--- src/rtl/ire_pkg.sv ---
package ire_pkg;

  // ----------------------------------------
  // Bit timing
  // ----------------------------------------
  localparam int unsigned IRE_BIT_TICKS = 16;
  localparam int unsigned IRE_CNT_W = 4;
  localparam logic [3:0] IRE_CNT_FIRST = 4'h0;
  localparam logic [3:0] IRE_CNT_LAST = 4'hf;
  localparam logic [3:0] IRE_TX_PULSE_FIRST = 4'h7;
  localparam logic [3:0] IRE_TX_PULSE_LAST = 4'h9;
  localparam logic [3:0] IRE_RX_UPDATE_CNT = 4'h8;
  localparam logic [3:0] IRE_RX_WIN_OPEN_CNT = 4'hc;
  localparam logic [3:0] IRE_CAP_SAMPLE_CNT = 4'h8;

  // ----------------------------------------
  // Sizes and reset values
  // ----------------------------------------
  localparam int unsigned IRE_DIV_W = 16;
  localparam int unsigned IRE_FIFO_WIDTH = 1;
  localparam int unsigned IRE_FIFO_DEPTH = 8;
  localparam logic IRE_LINE_IDLE = 1'b1;
  localparam logic IRE_MOD_IDLE = 1'b0;

  // ----------------------------------------
  // Decoder states
  // ----------------------------------------
  typedef enum logic [0:0] {
    ire_rx_idle,
    ire_rx_track
  } ire_rx_state_t;

endpackage

--- src/rtl/ire_fifo.sv ---
`timescale 1ns/1ps
`default_nettype none
module ire_fifo #(
  parameter int unsigned WIDTH = ire_pkg::IRE_FIFO_WIDTH,
  parameter int unsigned DEPTH = ire_pkg::IRE_FIFO_DEPTH
) (
  input wire logic sys_clk,
  input wire logic nrst,
  input wire logic ce,
  input wire logic flush,
  input wire logic in_valid,
  output logic in_ready,
  input wire logic [WIDTH-1:0] in_data,
  output logic out_valid,
  input wire logic out_ready,
  output logic [WIDTH-1:0] out_data
);

  localparam int unsigned PTR_W = (DEPTH > 1) ? $clog2(DEPTH) : 1;
  localparam logic [PTR_W:0] FULL_CNT = (PTR_W + 1)'(DEPTH);
  localparam logic [PTR_W-1:0] LAST_IDX = PTR_W'(DEPTH - 1);

  if (WIDTH < 1 || DEPTH < 2) begin : g_bad_param
    $error("ire_fifo needs WIDTH >= 1 and DEPTH >= 2");
  end

  logic [WIDTH-1:0] mem_reg [DEPTH];
  logic [WIDTH-1:0] mem_next [DEPTH];
  logic [PTR_W-1:0] wr_ptr_reg, wr_ptr_next;
  logic [PTR_W-1:0] rd_ptr_reg, rd_ptr_next;
  logic [PTR_W:0] count_reg, count_next;
  logic push, pop;

  function automatic logic [PTR_W-1:0] ptr_inc(input logic [PTR_W-1:0] p);
    ptr_inc = (p == LAST_IDX) ? '0 : p + 1'b1;
  endfunction

  assign in_ready = (count_reg != FULL_CNT);
  assign out_valid = (count_reg != '0);
  assign out_data = mem_reg[rd_ptr_reg];
  assign push = in_valid & in_ready;
  assign pop = out_valid & out_ready;

  always_comb begin
    mem_next = mem_reg;
    wr_ptr_next = wr_ptr_reg;
    rd_ptr_next = rd_ptr_reg;
    count_next = count_reg;
    if (flush) begin
      wr_ptr_next = '0;
      rd_ptr_next = '0;
      count_next = '0;
    end else begin
      if (push) begin
        mem_next[wr_ptr_reg] = in_data;
        wr_ptr_next = ptr_inc(wr_ptr_reg);
      end
      if (pop) begin
        rd_ptr_next = ptr_inc(rd_ptr_reg);
      end
      if (push && !pop) begin
        count_next = count_reg + 1'b1;
      end else if (pop && !push) begin
        count_next = count_reg - 1'b1;
      end
    end
  end

  always_ff @(posedge sys_clk or negedge nrst) begin
    if (!nrst) begin
      for (int i = 0; i < DEPTH; i++) begin
        mem_reg[i] <= '0;
      end
      wr_ptr_reg <= '0;
      rd_ptr_reg <= '0;
      count_reg <= '0;
    end else if (ce) begin
      mem_reg <= mem_next;
      wr_ptr_reg <= wr_ptr_next;
      rd_ptr_reg <= rd_ptr_next;
      count_reg <= count_next;
    end
  end

endmodule
`default_nettype wire

--- src/rtl/ire_endec.sv ---
`timescale 1ns/1ps
`default_nettype none
module ire_endec #(
  parameter int unsigned DIV_W = ire_pkg::IRE_DIV_W,
  parameter int unsigned FIFO_DEPTH = ire_pkg::IRE_FIFO_DEPTH
) (
  input wire logic sys_clk,
  input wire logic nrst,
  input wire logic ce,
  input wire logic infrared_codec_enable,
  input wire logic [DIV_W-1:0] baud_divisor,
  input wire logic uart_txd,
  output logic uart_rxd,
  output logic txd_pin,
  input wire logic rxd_pin,
  output logic baud_tick,
  output logic tx_fifo_ready,
  output logic tx_sending,
  output logic rx_tracking
);

  if (DIV_W < 1 || DIV_W > 32 || FIFO_DEPTH < 2) begin : g_bad_param
    $error("ire_endec needs 1 <= DIV_W <= 32 and FIFO_DEPTH >= 2");
  end

  // ----------------------------------------
  // Shared helpers
  // ----------------------------------------
  // Counters wrap naturally at sixteen
  function automatic logic [3:0] tick_inc(input logic [3:0] c);
    tick_inc = c + 4'h1;
  endfunction

  function automatic logic in_range(input logic [3:0] c, input logic [3:0] lo, input logic [3:0] hi);
    in_range = (c >= lo) && (c <= hi);
  endfunction

  logic en;
  logic ir_pulse_in;
  logic ir_modulated_out;
  logic tx_busy;

  assign en = infrared_codec_enable;
  assign ir_pulse_in = rxd_pin;

  // ----------------------------------------
  // Baud tick divider
  // ----------------------------------------
  logic [DIV_W-1:0] div_cnt_reg, div_cnt_next;
  logic tick_reg, tick_next;

  always_comb begin
    div_cnt_next = div_cnt_reg;
    tick_next = 1'b0;
    if (!en || baud_divisor == '0) begin
      div_cnt_next = '0;
    end else if (div_cnt_reg >= baud_divisor - 1'b1) begin
      div_cnt_next = '0;
      tick_next = 1'b1;
    end else begin
      div_cnt_next = div_cnt_reg + 1'b1;
    end
  end

  always_ff @(posedge sys_clk or negedge nrst) begin
    if (!nrst) begin
      div_cnt_reg <= '0;
      tick_reg <= 1'b0;
    end else if (ce) begin
      div_cnt_reg <= div_cnt_next;
      tick_reg <= tick_next;
    end
  end

  assign baud_tick = tick_reg;

  // ----------------------------------------
  // Transmit bit capture
  // ----------------------------------------
  // The UART line is sampled mid-bit and queued; a full queue
  // drops the sample rather than corrupting an encoded period.
  logic cap_prev_reg, cap_prev_next;
  logic [3:0] cap_cnt_reg, cap_cnt_next;
  logic cap_push;
  logic fifo_in_ready;
  logic fifo_out_valid;
  logic fifo_out_ready;
  logic [0:0] fifo_out_data;

  always_comb begin
    cap_prev_next = uart_txd;
    cap_cnt_next = cap_cnt_reg;
    cap_push = 1'b0;
    if (!en) begin
      cap_cnt_next = ire_pkg::IRE_CNT_FIRST;
    end else if (uart_txd != cap_prev_reg) begin
      cap_cnt_next = ire_pkg::IRE_CNT_FIRST;
    end else if (tick_reg) begin
      cap_cnt_next = tick_inc(cap_cnt_reg);
      cap_push = (cap_cnt_reg == ire_pkg::IRE_CAP_SAMPLE_CNT) && fifo_in_ready;
    end
  end

  always_ff @(posedge sys_clk or negedge nrst) begin
    if (!nrst) begin
      cap_prev_reg <= ire_pkg::IRE_LINE_IDLE;
      cap_cnt_reg <= ire_pkg::IRE_CNT_FIRST;
    end else if (ce) begin
      cap_prev_reg <= cap_prev_next;
      cap_cnt_reg <= cap_cnt_next;
    end
  end

  assign tx_fifo_ready = fifo_in_ready;

  ire_fifo #(
    .WIDTH(1),
    .DEPTH(FIFO_DEPTH)
  ) u_tx_fifo (
    .sys_clk(sys_clk),
    .nrst(nrst),
    .ce(ce),
    .flush(~en),
    .in_valid(cap_push),
    .in_ready(fifo_in_ready),
    .in_data(cap_prev_reg),
    .out_valid(fifo_out_valid),
    .out_ready(fifo_out_ready),
    .out_data(fifo_out_data)
  );

  // ----------------------------------------
  // Encoder
  // ----------------------------------------
  logic [3:0] enc_cnt_reg, enc_cnt_next;
  logic enc_bit_reg, enc_bit_next;
  logic enc_mod_reg, enc_mod_next;

  // A new bit is taken only at the period boundary
  assign fifo_out_ready = en & tick_reg & (enc_cnt_reg == ire_pkg::IRE_CNT_LAST);

  always_comb begin
    enc_cnt_next = enc_cnt_reg;
    enc_bit_next = enc_bit_reg;
    enc_mod_next = enc_mod_reg;
    if (!en) begin
      enc_cnt_next = ire_pkg::IRE_CNT_LAST;
      enc_bit_next = ire_pkg::IRE_LINE_IDLE;
      enc_mod_next = ire_pkg::IRE_MOD_IDLE;
    end else if (tick_reg) begin
      enc_cnt_next = tick_inc(enc_cnt_reg);
      if (enc_cnt_reg == ire_pkg::IRE_CNT_LAST) begin
        // Empty queue idles as a stream of ones
        enc_bit_next = fifo_out_valid ? fifo_out_data[0] : ire_pkg::IRE_LINE_IDLE;
      end
      enc_mod_next = ~enc_bit_next
                     & in_range(enc_cnt_next, ire_pkg::IRE_TX_PULSE_FIRST, ire_pkg::IRE_TX_PULSE_LAST);
    end
  end

  always_ff @(posedge sys_clk or negedge nrst) begin
    if (!nrst) begin
      enc_cnt_reg <= ire_pkg::IRE_CNT_LAST;
      enc_bit_reg <= ire_pkg::IRE_LINE_IDLE;
      enc_mod_reg <= ire_pkg::IRE_MOD_IDLE;
    end else if (ce) begin
      enc_cnt_reg <= enc_cnt_next;
      enc_bit_reg <= enc_bit_next;
      enc_mod_reg <= enc_mod_next;
    end
  end

  assign ir_modulated_out = enc_mod_reg;
  // receiver deaf while a zero goes out
  assign tx_busy = ~enc_bit_reg | enc_mod_reg;
  assign tx_sending = ~enc_bit_reg;

  // ----------------------------------------
  // Decoder
  // ----------------------------------------
  ire_pkg::ire_rx_state_t rx_state_reg, rx_state_next;
  logic [3:0] rx_cnt_reg, rx_cnt_next;
  logic rx_prev_reg, rx_prev_next;
  logic rx_win_reg, rx_win_next;
  logic rx_zero_reg, rx_zero_next;
  logic rx_bit_reg, rx_bit_next;
  logic rx_fall;
  logic [3:0] rx_cnt_inc;

  assign rx_fall = rx_prev_reg & ~ir_pulse_in & ~tx_busy;
  assign rx_cnt_inc = tick_inc(rx_cnt_reg);

  always_comb begin
    rx_state_next = rx_state_reg;
    rx_cnt_next = rx_cnt_reg;
    rx_prev_next = ir_pulse_in;
    rx_win_next = rx_win_reg;
    rx_zero_next = rx_zero_reg;
    rx_bit_next = rx_bit_reg;
    if (!en) begin
      rx_state_next = ire_pkg::ire_rx_idle;
      rx_cnt_next = ire_pkg::IRE_CNT_FIRST;
      rx_win_next = 1'b0;
      rx_zero_next = 1'b0;
      rx_bit_next = ire_pkg::IRE_LINE_IDLE;
    end else begin
      case (rx_state_reg)
        ire_pkg::ire_rx_idle: begin
          if (rx_fall) begin
            rx_state_next = ire_pkg::ire_rx_track;
            rx_cnt_next = ire_pkg::IRE_CNT_FIRST;
            rx_zero_next = 1'b1;
            rx_win_next = 1'b0;
          end
        end
        ire_pkg::ire_rx_track: begin
          if (rx_fall && rx_win_reg) begin
            rx_cnt_next = ire_pkg::IRE_CNT_FIRST;
            rx_zero_next = 1'b1;
            rx_win_next = 1'b0;
          end else if (tick_reg) begin
            rx_cnt_next = rx_cnt_inc;
            if (rx_cnt_inc == ire_pkg::IRE_RX_WIN_OPEN_CNT) begin
              rx_win_next = 1'b1;
            end
            if (rx_cnt_inc == ire_pkg::IRE_RX_UPDATE_CNT) begin
              rx_bit_next = ~rx_zero_reg;
              rx_zero_next = 1'b0;
              rx_win_next = 1'b0;
              if (!rx_zero_reg) begin
                rx_state_next = ire_pkg::ire_rx_idle;
              end
            end
          end
        end
        default: begin
          rx_state_next = ire_pkg::ire_rx_idle;
        end
      endcase
    end
  end

  always_ff @(posedge sys_clk or negedge nrst) begin
    if (!nrst) begin
      rx_state_reg <= ire_pkg::ire_rx_idle;
      rx_cnt_reg <= ire_pkg::IRE_CNT_FIRST;
      rx_prev_reg <= ire_pkg::IRE_LINE_IDLE;
      rx_win_reg <= 1'b0;
      rx_zero_reg <= 1'b0;
      rx_bit_reg <= ire_pkg::IRE_LINE_IDLE;
    end else if (ce) begin
      rx_state_reg <= rx_state_next;
      rx_cnt_reg <= rx_cnt_next;
      rx_prev_reg <= rx_prev_next;
      rx_win_reg <= rx_win_next;
      rx_zero_reg <= rx_zero_next;
      rx_bit_reg <= rx_bit_next;
    end
  end

  assign rx_tracking = (rx_state_reg == ire_pkg::ire_rx_track);

  // ----------------------------------------
  // Pin routing
  // ----------------------------------------
  // Registered so switching the enable cannot glitch the pins.
  // The decoded level only changes at count eight, so resync
  // never bends a bit the UART is already sampling.
  logic txd_pin_reg, txd_pin_next;
  logic uart_rxd_reg, uart_rxd_next;

  always_comb begin
    txd_pin_next = en ? ir_modulated_out : uart_txd;
    // With the codec enabled, UART sees only steady decoded bits; disabled, it sees rxd_pin
    uart_rxd_next = en ? rx_bit_reg : rxd_pin;
  end

  always_ff @(posedge sys_clk or negedge nrst) begin
    if (!nrst) begin
      txd_pin_reg <= ire_pkg::IRE_LINE_IDLE;
      uart_rxd_reg <= ire_pkg::IRE_LINE_IDLE;
    end else if (ce) begin
      txd_pin_reg <= txd_pin_next;
      uart_rxd_reg <= uart_rxd_next;
    end
  end

  assign txd_pin = txd_pin_reg;
  assign uart_rxd = uart_rxd_reg;

endmodule
`default_nettype wire

--- config.mk ---
export PLATFORM = sky130hd
export DESIGN_NAME = ire_endec
export DESIGN_NICKNAME = d
export VERILOG_FILES = /design/src/rtl/ire_pkg.sv /design/src/rtl/ire_fifo.sv /design/src/rtl/ire_endec.sv
export SDC_FILE = /design/constraint.sdc
export NUM_CORES = 1
export LEC_CHECK = 0
export BUFFER_PORTS_ARGS = -buffer_cell sky130_fd_sc_hd__buf_4
export CAP_MARGIN = 20
export CORE_UTILIZATION = 45
export DETAILED_ROUTE_END_ITERATION = 8
export GPL_TIMING_DRIVEN = 0
export PLACE_DENSITY = 0.69
export SYNTH_ARGS = -nofsm -noshare
export SYNTH_HDL_FRONTEND = slang
export SYNTH_HIERARCHICAL = 1
export SYNTH_SLANG_ARGS = --single-unit
--- constraint.sdc ---
create_clock -name sys_clk -period 3.3 [get_ports sys_clk]
set_clock_uncertainty 0.15 [all_clocks]
set_input_delay 0.165 -clock sys_clk [delete_from_list [all_inputs] [get_ports sys_clk]]
set_output_delay 0.165 -clock sys_clk [all_outputs]
set_load 0.02 [all_outputs]
**Word level (Yosys, flattened, before mapping)**

Cells that the tools add are included.

- Input bits: 22
- Bits in registers: 57
- Logic and storage cells: 166
- Output and inout bits: 6

- Add/sub/neg operators: 9
- Reductions and logical operators: 22
- Bitwise gates (word level): 16
- Mux-type cells: 67
- $lt $le $gt $ge: 6
- Equality and inequality tests: 20

Operator list:

| kind | number |
|---|---|
| $mux W4 | 12 |
| $mux W1 | 40 |
| $mux W16 | 2 |
| $mux W3 | 6 |
| $add A16 B1 Y16 const B | 1 |
| $add A4 B1 Y4 const B | 4 |
| $eq A4 B4 Y1 const B | 4 |
| $ge A16 B16 Y1 | 1 |
| $logic_not A16 Y1 | 1 |
| $sub A16 B1 Y16 const B | 1 |
| $ne A2 B1 Y1 const B | 5 |
| $reduce_and A2 Y1 | 5 |
| $bwmux W8 | 1 |
| $ge A4 B4 Y1 const B | 2 |
| $not A3 Y4 | 2 |
| $pmux W4 S2 | 1 |
| $reduce_and A4 Y1 | 2 |
| $and A1 B1 Y1 | 7 |
| $add A3 B1 Y3 const B | 2 |
| $eq A3 B3 Y1 const B | 2 |
| $logic_and A1 B1 Y1 | 6 |
| $ne A3 B1 Y1 const B | 2 |
| $not A1 Y1 | 6 |
| $pmux W1 S2 | 3 |
| other kinds (19) | 22 |

**Longest topological paths before layout**

Gate-level depths: netlist of run 1.

- Depth in word-level cells: 12
- Depth in mapped cells: 13
- Gate-level depth less buffers: 12

**Modules after synthesis**

The synthesis of run 1 kept the hierarchy.

Modules (own cells, without submodules):

| module | times used | area an instance (um2) | cells an instance | sequential area each (um2) |
|---|---|---|---|---|
| ire_endec | 1 | 2882.8 | 296 | 988.4 |
| ire_fifo | 1 | 1129.8 | 102 | 450.4 |

**Worst setup path after synthesis of run 1**

Ideal clock, no wire load.

- Path kind: input port to flip-flop
- Start point: in baud_divisor[5]
- End point: reg div_cnt_reg[0]
- Path buffers: 1
- Data arrival time: 2916 ps
- Library setup time: 138 ps
- Cell stages on the path: 12
- Slack: 96 ps
- Data required time: 3012 ps
- Path through: or4_4 -> nor4_4 -> nand3_1 -> nor3_2 -> xnor2_1 -> ha_1 -> nand4_1 -> or2_0 -> or4_2 -> nand4_4 -> buf_12 -> mux2i_4

- Cells in the longest elaborated chain, start to end: 4
- Elaborated cells between the ends (all ways): 6
- Classes of those cells: add/sub: 1; order compare: 1; mux: 2; reduce/logical: 2

Ends and longest elaborated chain:

| element | line | RTL |
|---|---|---|
| from (decl) | ire_endec.sv:11 | `input wire logic [DIV_W-1:0] baud_divisor,` |
| $sub A16 B1 Y16 | ire_endec.sv:57 | `end else if (div_cnt_reg >= baud_divisor - 1'b1) begin` |
| $ge A16 B16 Y1 | ire_endec.sv:57 |  |
| $mux W16 | ire_endec.sv:57 |  |
| $mux W16 * | ire_endec.sv:55 | `if (!en \|\| baud_divisor == '0) begin` |
| to (signal assigned) | ire_endec.sv:70 | `div_cnt_reg <= div_cnt_next;` |
| to (decl) | ire_endec.sv:49 | `logic [DIV_W-1:0] div_cnt_reg, div_cnt_next;` |

Mark *: on every way between the ends. The rest lies on a longest branch, timed or not.
A chain may end at the register's enable or synchronous reset.

**Final worst setup path of run 1**

Ends and elaborated chain as after synthesis.

==> flow_metrics.py, run 1 <==
metrics = {
    "finish": {
        "fin_nets": 495,
        "syn2layout_area_growth_pct": 14.90,
        "largest_reg_flops": 16,
        "fin_area_sq_mm": 0.004611,
        "n_antenna_cell": 0,
        "layout-drive-gt1-share": 0.2148,
        "instances_no_fill": 555,
        "utilization": 0.5313,
    },
    "critical_path": {
        "slowest_stage": "or4_4",
        "reg2reg_to": "u_tx_fifo/count_reg[3]",
        "worst-path-buf-inv": 2,
        "cp.required_ns": 3.34,
        "cp_max_fo": 10,
        "worst-path-stages": 13,
        "critPathMaxStageDelay_ns": 0.57,
        "critPathCaptureType": "register",
        "path_cells": "buf_4 > or4_4 > nor4_4 > nand3_2 > nor3_2 > xnor2_1 > ha_1 > nand4_1 > or2_0 > or4_4 > nand4_4 > buf_12 > mux2i_4",
        "reg2reg_from": "u_tx_fifo/count_reg[0]",
        "crit_path_start_kind": "input pin",
        "reg2regPathDepth": 10,
        "crit_start": "baud_divisor[5]",
        "worstSetupPathType": "in2reg",
        "endpoint": "div_cnt_reg[0]",
        "cpMostUsedCell": "or4_4",
        "critPathArrivalTime_ns": 3.15,
        "crit_family": "simple AND/OR/NAND/NOR gates",
        "r2r_slack_ns": 0.24,
    },
    "power_and_ir_drop": {
        "peakVddDrop_mv": 0.1909,
        "p_leak_uw": 0.001983,
        "p_per_area_mw_per_mm2": 383.7,
    },
    "logic_synthesis": {
        "synthTopCellsByCount": "dfrtp_1 (47), ha_1 (30), nand2_1 (25), nand3_1 (24), nor2_1 (24)",
        "synth-seq-area-share": 0.3586,
        "synth_edf_count": 0,
        "syn_area_sq_mm": 0.004013,
        "synthArstFlopShare": 1.000,
        "yosys.area.top_type": "dfrtp_1",
        "yosys.cell_types.count": 69,
        "postSynthCellCount": 398,
        "synth_area_leaders": "dfrtp_1 (29%), ha_1 (9.4%), dfstp_2 (6.5%), xor2_1 (3.9%), xnor2_1 (3.5%)",
        "yosysTopAreaCellShare": 0.2931,
        "synthFlopType": "dfrtp_1",
        "synth_fp_nets": 451,
        "ys.warnings.count": 6,
        "synth_most_common_cell": "dfrtp_1",
        "ys_seq_elements": 57,
        "syn_avg_cell_area_sq_um": 10.08,
    },
    "drt": {
        "vias": 3131,
        "drc": 0,
        "drt_wl_total_um": 8212,
        "drt_iter0_drc": 130,
        "wl_per_cell_um": 14.80,
        "ant_nets": 0,
        "drt-pass1-iter-count": 4,
        "viasPerCell": 5.641,
    },
    "grt": {
        "grt_pass1_vias": 3177,
        "track_usage": 0.1981,
        "grt_pass1_wl_um": 14310,
        "overflow": 0,
        "antenna_found_initial": 0,
        "grt_max_degree": 58,
    },
    "clock_tree": {
        "cts_tree": "built",
        "root_buffer": "clkbuf_8",
        "insertion_delay_ns": 0.33,
        "cts_made_buffers": 9,
        "htree_levels": 3,
        "clk_path_buf_depth": 2,
        "cts_sinks": 57,
        "path_clk_slew_ns": 0.06,
    },
    "flow_run": {
        "maxCapViolCount": 0,
    },
    "timing": {
        "fin_tns_setup_ns": 0,
        "period_needed_ns": 3.114,
        "timing.fmax_mhz": 321.1,
        "maxSlewViolCount": 0,
        "finalCritPeriodShare": 0.9438,
        "hold_ws_ns": 0.2059,
        "hold_viol": 0,
        "relSlewSlack": 0.5126,
        "worst_pin_slew_ns": 0.7311,
        "setup_viol": 0,
    },
    "placed_design": {
        "hpwlAfterDp_um": 6120,
        "io_buffers": 26,
        "dpl-instance-area_sq_mm": 0.004343,
        "place_congestion": 0.8038,
        "place_inst": 532,
    },
    "floorplan": {
        "dieArea_sq_mm": 0.009299,
        "dieWidth_um": 96.43,
        "io_pins": 28,
        "fp.dieH_um": 96.43,
        "start_util": 0.4624,
        "core-area_sq_mm": 0.008678,
        "rows": 34,
    },
    "run_status": {
        "outcome": "completed",
    },
    "min_path": {
        "worstHoldPathType": "in2reg",
    },
}
## metal layers
metal  vias up  global-route usage  routed length (um)
li1       1565                   -                   -
met3         4             0.04225                 203
met4         0             0.06250                  74
met5         -                   0                   0
met1      1518              0.2436                3927
met2        44              0.3463                4007
## worst reg2reg max path, stage by stage, from the launching register on
cell       delay (ns)
dfrtp_1          0.49
or4b_1           0.17
buf_2            0.19
nand4b_1         0.17
nor3b_4          0.34
nand3_1          0.28
ha_1             0.40
and3_1           0.23
nor3b_1          0.19
a2bb2oi_1        0.09
a32o_1           0.25
## cell families after synthesis
group,share of synthesized area
xor gates and xnor gates,0.07421
buffers and inverters,0.03804
AOI/OAI and AO/OA,0.1781
adders and majority gates,0.09853
DFF,0.3586
and+or+nand+nor,0.1846
muxes,0.06798
## stage by stage
stage	power, uW	setup WS [ns]
CTS	1787	0.05007
floorplan	1028	0.09555
global route	1872	-0.002278
detailed placement	1142	-0.3059
global placement	1129	-0.2675
finish	1769	0.1856
## area by class of cell
type | instances | area (sq um)
Buffer | 13 | 66.31
Clock buffer | 13 | 148.9
Clock inverter | 3 | 40.04
Fill cell | 789 | 4068
Inverter | 23 | 86.33
Multi-Input combinational cell | 305 | 2440
Sequential cell | 57 | 1439
Tap cell | 108 | 135.1
Timing Repair Buffer | 33 | 255.2
## cell usage in the layout, fill, tap and decap left out, types with 3 or more instances in the layout
master / instances
ha_1: 30
o22ai_1: 5
inv_1: 23
o2bb2ai_1: 7
nor3b_1: 5
dfrtp_1: 47
xor2_1: 18
nand2_1: 25
and3_1: 5
o2bb2ai_2: 9
clkbuf_1: 12
nor4b_1: 3
mux2i_1: 7
nand2b_1: 4
nand4_1: 7
nor3_1: 7
xnor2_1: 16
mux2_2: 12
buf_4: 30
o21ai_0: 13
a22oi_1: 4
a21oi_1: 17
nor2b_1: 3
clkbuf_8: 10
a31oi_1: 3
dfstp_2: 10
a32o_1: 3
dlygate4sd3_1: 3
nand3_1: 23
nor2_1: 24
## where the power goes
part	total [uW]	switching, uW	internal [uW]
registers	801	52.0	749
clock network	634	267	368
logic	334	185	149
total	1770	503	1270
## worst min path at each step
stage	start	to	slack, ns	cells after the start
6_report	infrared_codec_enable	rx_tracking	0.21	3
5_1_grt	infrared_codec_enable	rx_tracking	0.22	3
4_1_cts	infrared_codec_enable	rx_tracking	0.20	3
3_5_place_dp	nrst	enc_mod_reg	0.13	1
3_3_place_gp	nrst	rx_cnt_reg[2]	0.12	1
2_1_floorplan	nrst	baud_tick	-0.28	0
## repair_timing
| action | 4_1_cts | 5_1_grt |
|---|---|---|
| setup buffers | 0 | 4 |
| resized for setup | 1 | 3 |
| setup endpoints to repair | 1 | 11 |
| hold endpoints to repair | 51 | 0 |
| pin swaps | 0 | 2 |
| hold buffers | 3 | 0 |
No activity file was read; power rests on OpenSTA's default activity.
==> run 2, diff against run 1 <==
- ABC_AREA: default -> 1
- GPL_ROUTABILITY_DRIVEN: default -> 0
==> run 2 against run 1 <==
  * The run now ends with design-rule violations left
  * Final area up 1.6%
  * Routed wire length up 1.5%
  * Maximum frequency up 4.5%
  * Core utilization up 0.082 points
  * Sequential power down 4.5%
  * Sequential cell count unchanged
  * Hold slack better by 0.063 ns
  * Clock-buffer cell count unchanged
  * Largest power group unchanged
  * Highest routed layer unchanged
==> flow_metrics.py, run 2 <==
metrics = {
    "grt": {
        "grt_max_degree": 58,
        "antenna_found_initial": 0,
        "overflow": 0,
        "grt_pass1_wl_um": 14900,
        "grt_pass1_vias": 3435,
        "track_usage": 0.1927,
    },
    "critical_path": {
        "worst-path-stages": 18,
        "path_cells": "inv_1 > nor2_4 > nand2_4 > nand4_1 > nor4_1 > nand2_8 > inv_2 > nand2_4 > ha_1 > nand3_1 > nand3_1 > nand2_1 > nand2_1 > nand2_1 > clkinv_1 > nor2_1 > nand2_1 > nand2_1",
        "worst-path-buf-inv": 3,
        "cpMostUsedCell": "nand2_1",
        "critPathArrivalTime_ns": 3.11,
        "reg2regPathDepth": 18,
        "cp.required_ns": 3.43,
        "critPathMaxStageDelay_ns": 0.67,
        "slowest_stage": "nor4_1",
        "worstSetupPathType": "reg2reg",
        "crit_path_start_kind": "register",
        "cp_max_fo": 5,
        "critPathCaptureType": "register",
        "crit_family": "simple AND/OR/NAND/NOR gates",
    },
    "placed_design": {
        "hpwlAfterDp_um": 6461,
        "io_buffers": 26,
    },
    "run_status": {
        "violations": "design-rule violations",
        "outcome": "finished with violations",
    },
    "clock_tree": {
        "insertion_delay_ns": 0.34,
        "cts_setup_buffers": 0,
        "htree_levels": 3,
        "clk_path_buf_depth": 2,
        "cts_sinks": 57,
        "cts_tree": "built",
        "ctsResizeCount": 0,
        "cts_made_buffers": 9,
        "path_clk_slew_ns": 0.07,
        "root_buffer": "clkbuf_8",
    },
    "flow_run": {
        "maxCapViolCount": 0,
    },
    "logic_synthesis": {
        "synth_edf_count": 0,
        "synth_area_leaders": "dfrtp_1 (29%), nand2_1 (14%), ha_1 (9.1%), dfstp_2 (6.4%), inv_1 (6.2%)",
        "yosys.cell_types.count": 39,
        "ys_seq_elements": 57,
        "synth_most_common_cell": "nand2_1",
        "synthFlopType": "dfrtp_1",
        "syn_avg_cell_area_sq_um": 7.576,
        "yosysTopAreaCellShare": 0.2854,
        "postSynthCellCount": 544,
        "synth_fp_nets": 597,
        "yosys.area.top_type": "dfrtp_1",
        "synthArstFlopShare": 1.000,
        "syn_area_sq_mm": 0.004121,
        "synthTopCellsByCount": "nand2_1 (149), inv_1 (68), nor2_1 (56), dfrtp_1 (47), nand3_1 (35)",
        "synth-seq-area-share": 0.3491,
        "ys.warnings.count": 6,
    },
    "timing": {
        "period_needed_ns": 2.980,
        "worst_pin_slew_ns": 0.8009,
        "finalCritPeriodShare": 0.9029,
        "setup_viol": 0,
        "hold_viol": 0,
        "maxSlewViolCount": 0,
        "rsz0062_at_grt": "no",
        "fin_tns_setup_ns": 0,
        "timing.fmax_mhz": 335.6,
        "relSlewSlack": 0.4611,
        "hold_ws_ns": 0.2692,
    },
    "power_and_ir_drop": {
        "peakVddDrop_mv": 0.1447,
        "p_per_area_mw_per_mm2": 343.5,
        "p_leak_uw": 0.002341,
        "total_power_uw": 1610,
    },
    "finish": {
        "n_antenna_cell": 0,
        "fin_nets": 640,
        "utilization": 0.5321,
        "mostFrequentLayoutCells": "nand2_1 (149), inv_1 (68), nor2_1 (56)",
        "syn2layout_area_growth_pct": 13.69,
        "layout-drive-gt1-share": 0.1605,
        "largest_reg_flops": 16,
        "final_common_cell": "nand2_1",
    },
    "drt": {
        "drt-pass1-iter-count": 6,
        "drt_wl_total_um": 8333,
        "drt_iter0_drc": 131,
        "wl_per_cell_um": 11.90,
        "viasPerCell": 5.003,
        "ant_nets": 0,
        "vias": 3502,
        "drc": 4,
    },
    "floorplan": {
        "core-area_sq_mm": 0.008806,
        "rows": 34,
        "start_util": 0.4680,
        "dieArea_sq_mm": 0.009545,
        "dieWidth_um": 97.70,
        "fp.dieH_um": 97.70,
        "io_pins": 28,
    },
    "min_path": {
        "worstHoldPathType": "in2reg",
        "min_path_cells": 9,
    },
}
run 2: cell count changes after synthesis, moves of 6 or more:
| cell | before | now |
|---|---|---|
| clkbuf_1 | 9 | 1 |
| inv_1 | 23 | 68 |
| mux2_2 | 12 | 0 |
| mux2i_1 | 7 | 0 |
| nand2_1 | 25 | 149 |
| nand3_1 | 24 | 35 |
| nor2_1 | 24 | 56 |
| nor3b_1 | 6 | 0 |
| o21ai_0 | 13 | 28 |
| o21ai_2 | 0 | 9 |
| o2bb2ai_1 | 7 | 0 |
| o2bb2ai_2 | 9 | 0 |
run 2: path summary, 6_finish.rpt:
| kind | startpoint | end | slack [ns] |
|---|---|---|---|
| setup / recovery | u_tx_fifo/count_reg[3] | u_tx_fifo/count_reg[3] | 0.32 |
| max in group asynchronous | nrst | rx_cnt_reg[0] | 2.24 |
| setup reg to reg | u_tx_fifo/count_reg[3] | u_tx_fifo/count_reg[3] | 0.32 |
| hold reg to reg | uart_rxd | uart_rxd | 0.32 |
| hold / removal | baud_divisor[15] | baud_tick | 0.27 |
| min in group asynchronous | nrst | u_tx_fifo/mem_reg[7] | 0.28 |
run 2: worst min-delay path, delay by kind of cell:
family	cells	cell delay, ns
buffers and inverters	1	0.09
AND/OR/NAND/NOR	7	0.39
AO/OA/AOI/OAI	1	0.06
run 2: kinds of logic (layout without fill, tap and decap cells):
kind of cell	after synthesis	after routing	synth area share
DFF	57	57	0.3491
AOI/OAI and AO/OA	68	68	0.09867
xor gates and xnor gates	33	33	0.07013
adders and majority gates	31	31	0.09593
buffers and inverters	81	129	0.08044
and+or+nand+nor	274	274	0.3057
run 2: repair_timing:
action                                  CTS  global route
hold endpoints to repair                 53             0
hold buffers                              6             0
endpoints found under the setup margin    0             0
run 2: power by group:
part	internal [uW]	leakage [uW]	switching (uW)	total [uW]
Combinational	103	0.00149	157	260
Sequential	736	0.000753	28.7	765
Clock	310	0.0000932	274	584
run 2: metrics by stage:
| step | cell area [sq um] | std cells | setup WS [ns] |
|---|---|---|---|
| 2_1_floorplan | 4121 | 544 | 0.5309 |
| 3_3_place_gp | 4452 | 678 | 0.4207 |
| 3_5_place_dp | 4452 | 678 | 0.3164 |
| 4_1_cts | 4686 | 700 | 0.3046 |
| 5_1_grt | 4686 | 700 | 0.09131 |
| 6_report | 4686 | 700 | 0.3204 |
run 2: layer usage:
layer	global-route usage	wire length, um	share of wire	up-vias
met3	0.03741	219	0.026	13
met2	0.3306	3981	0.48	56
met1	0.2380	3965	0.48	1618
li1	-	-	-	1815
met5	0	0	0	-
met4	0.07809	167	0.020	0
run 2: final cells by class:
class                      instances  area (sq um)
fill                             862          4120
multi-input combinational        406          2351
sequential                        57          1439
clock buffer                      13         158.9
buffer                             5         38.79
tap                              108         135.1
clock inverter                     3         15.01
timing repair buffer              32         255.2
inverter                          76         292.8
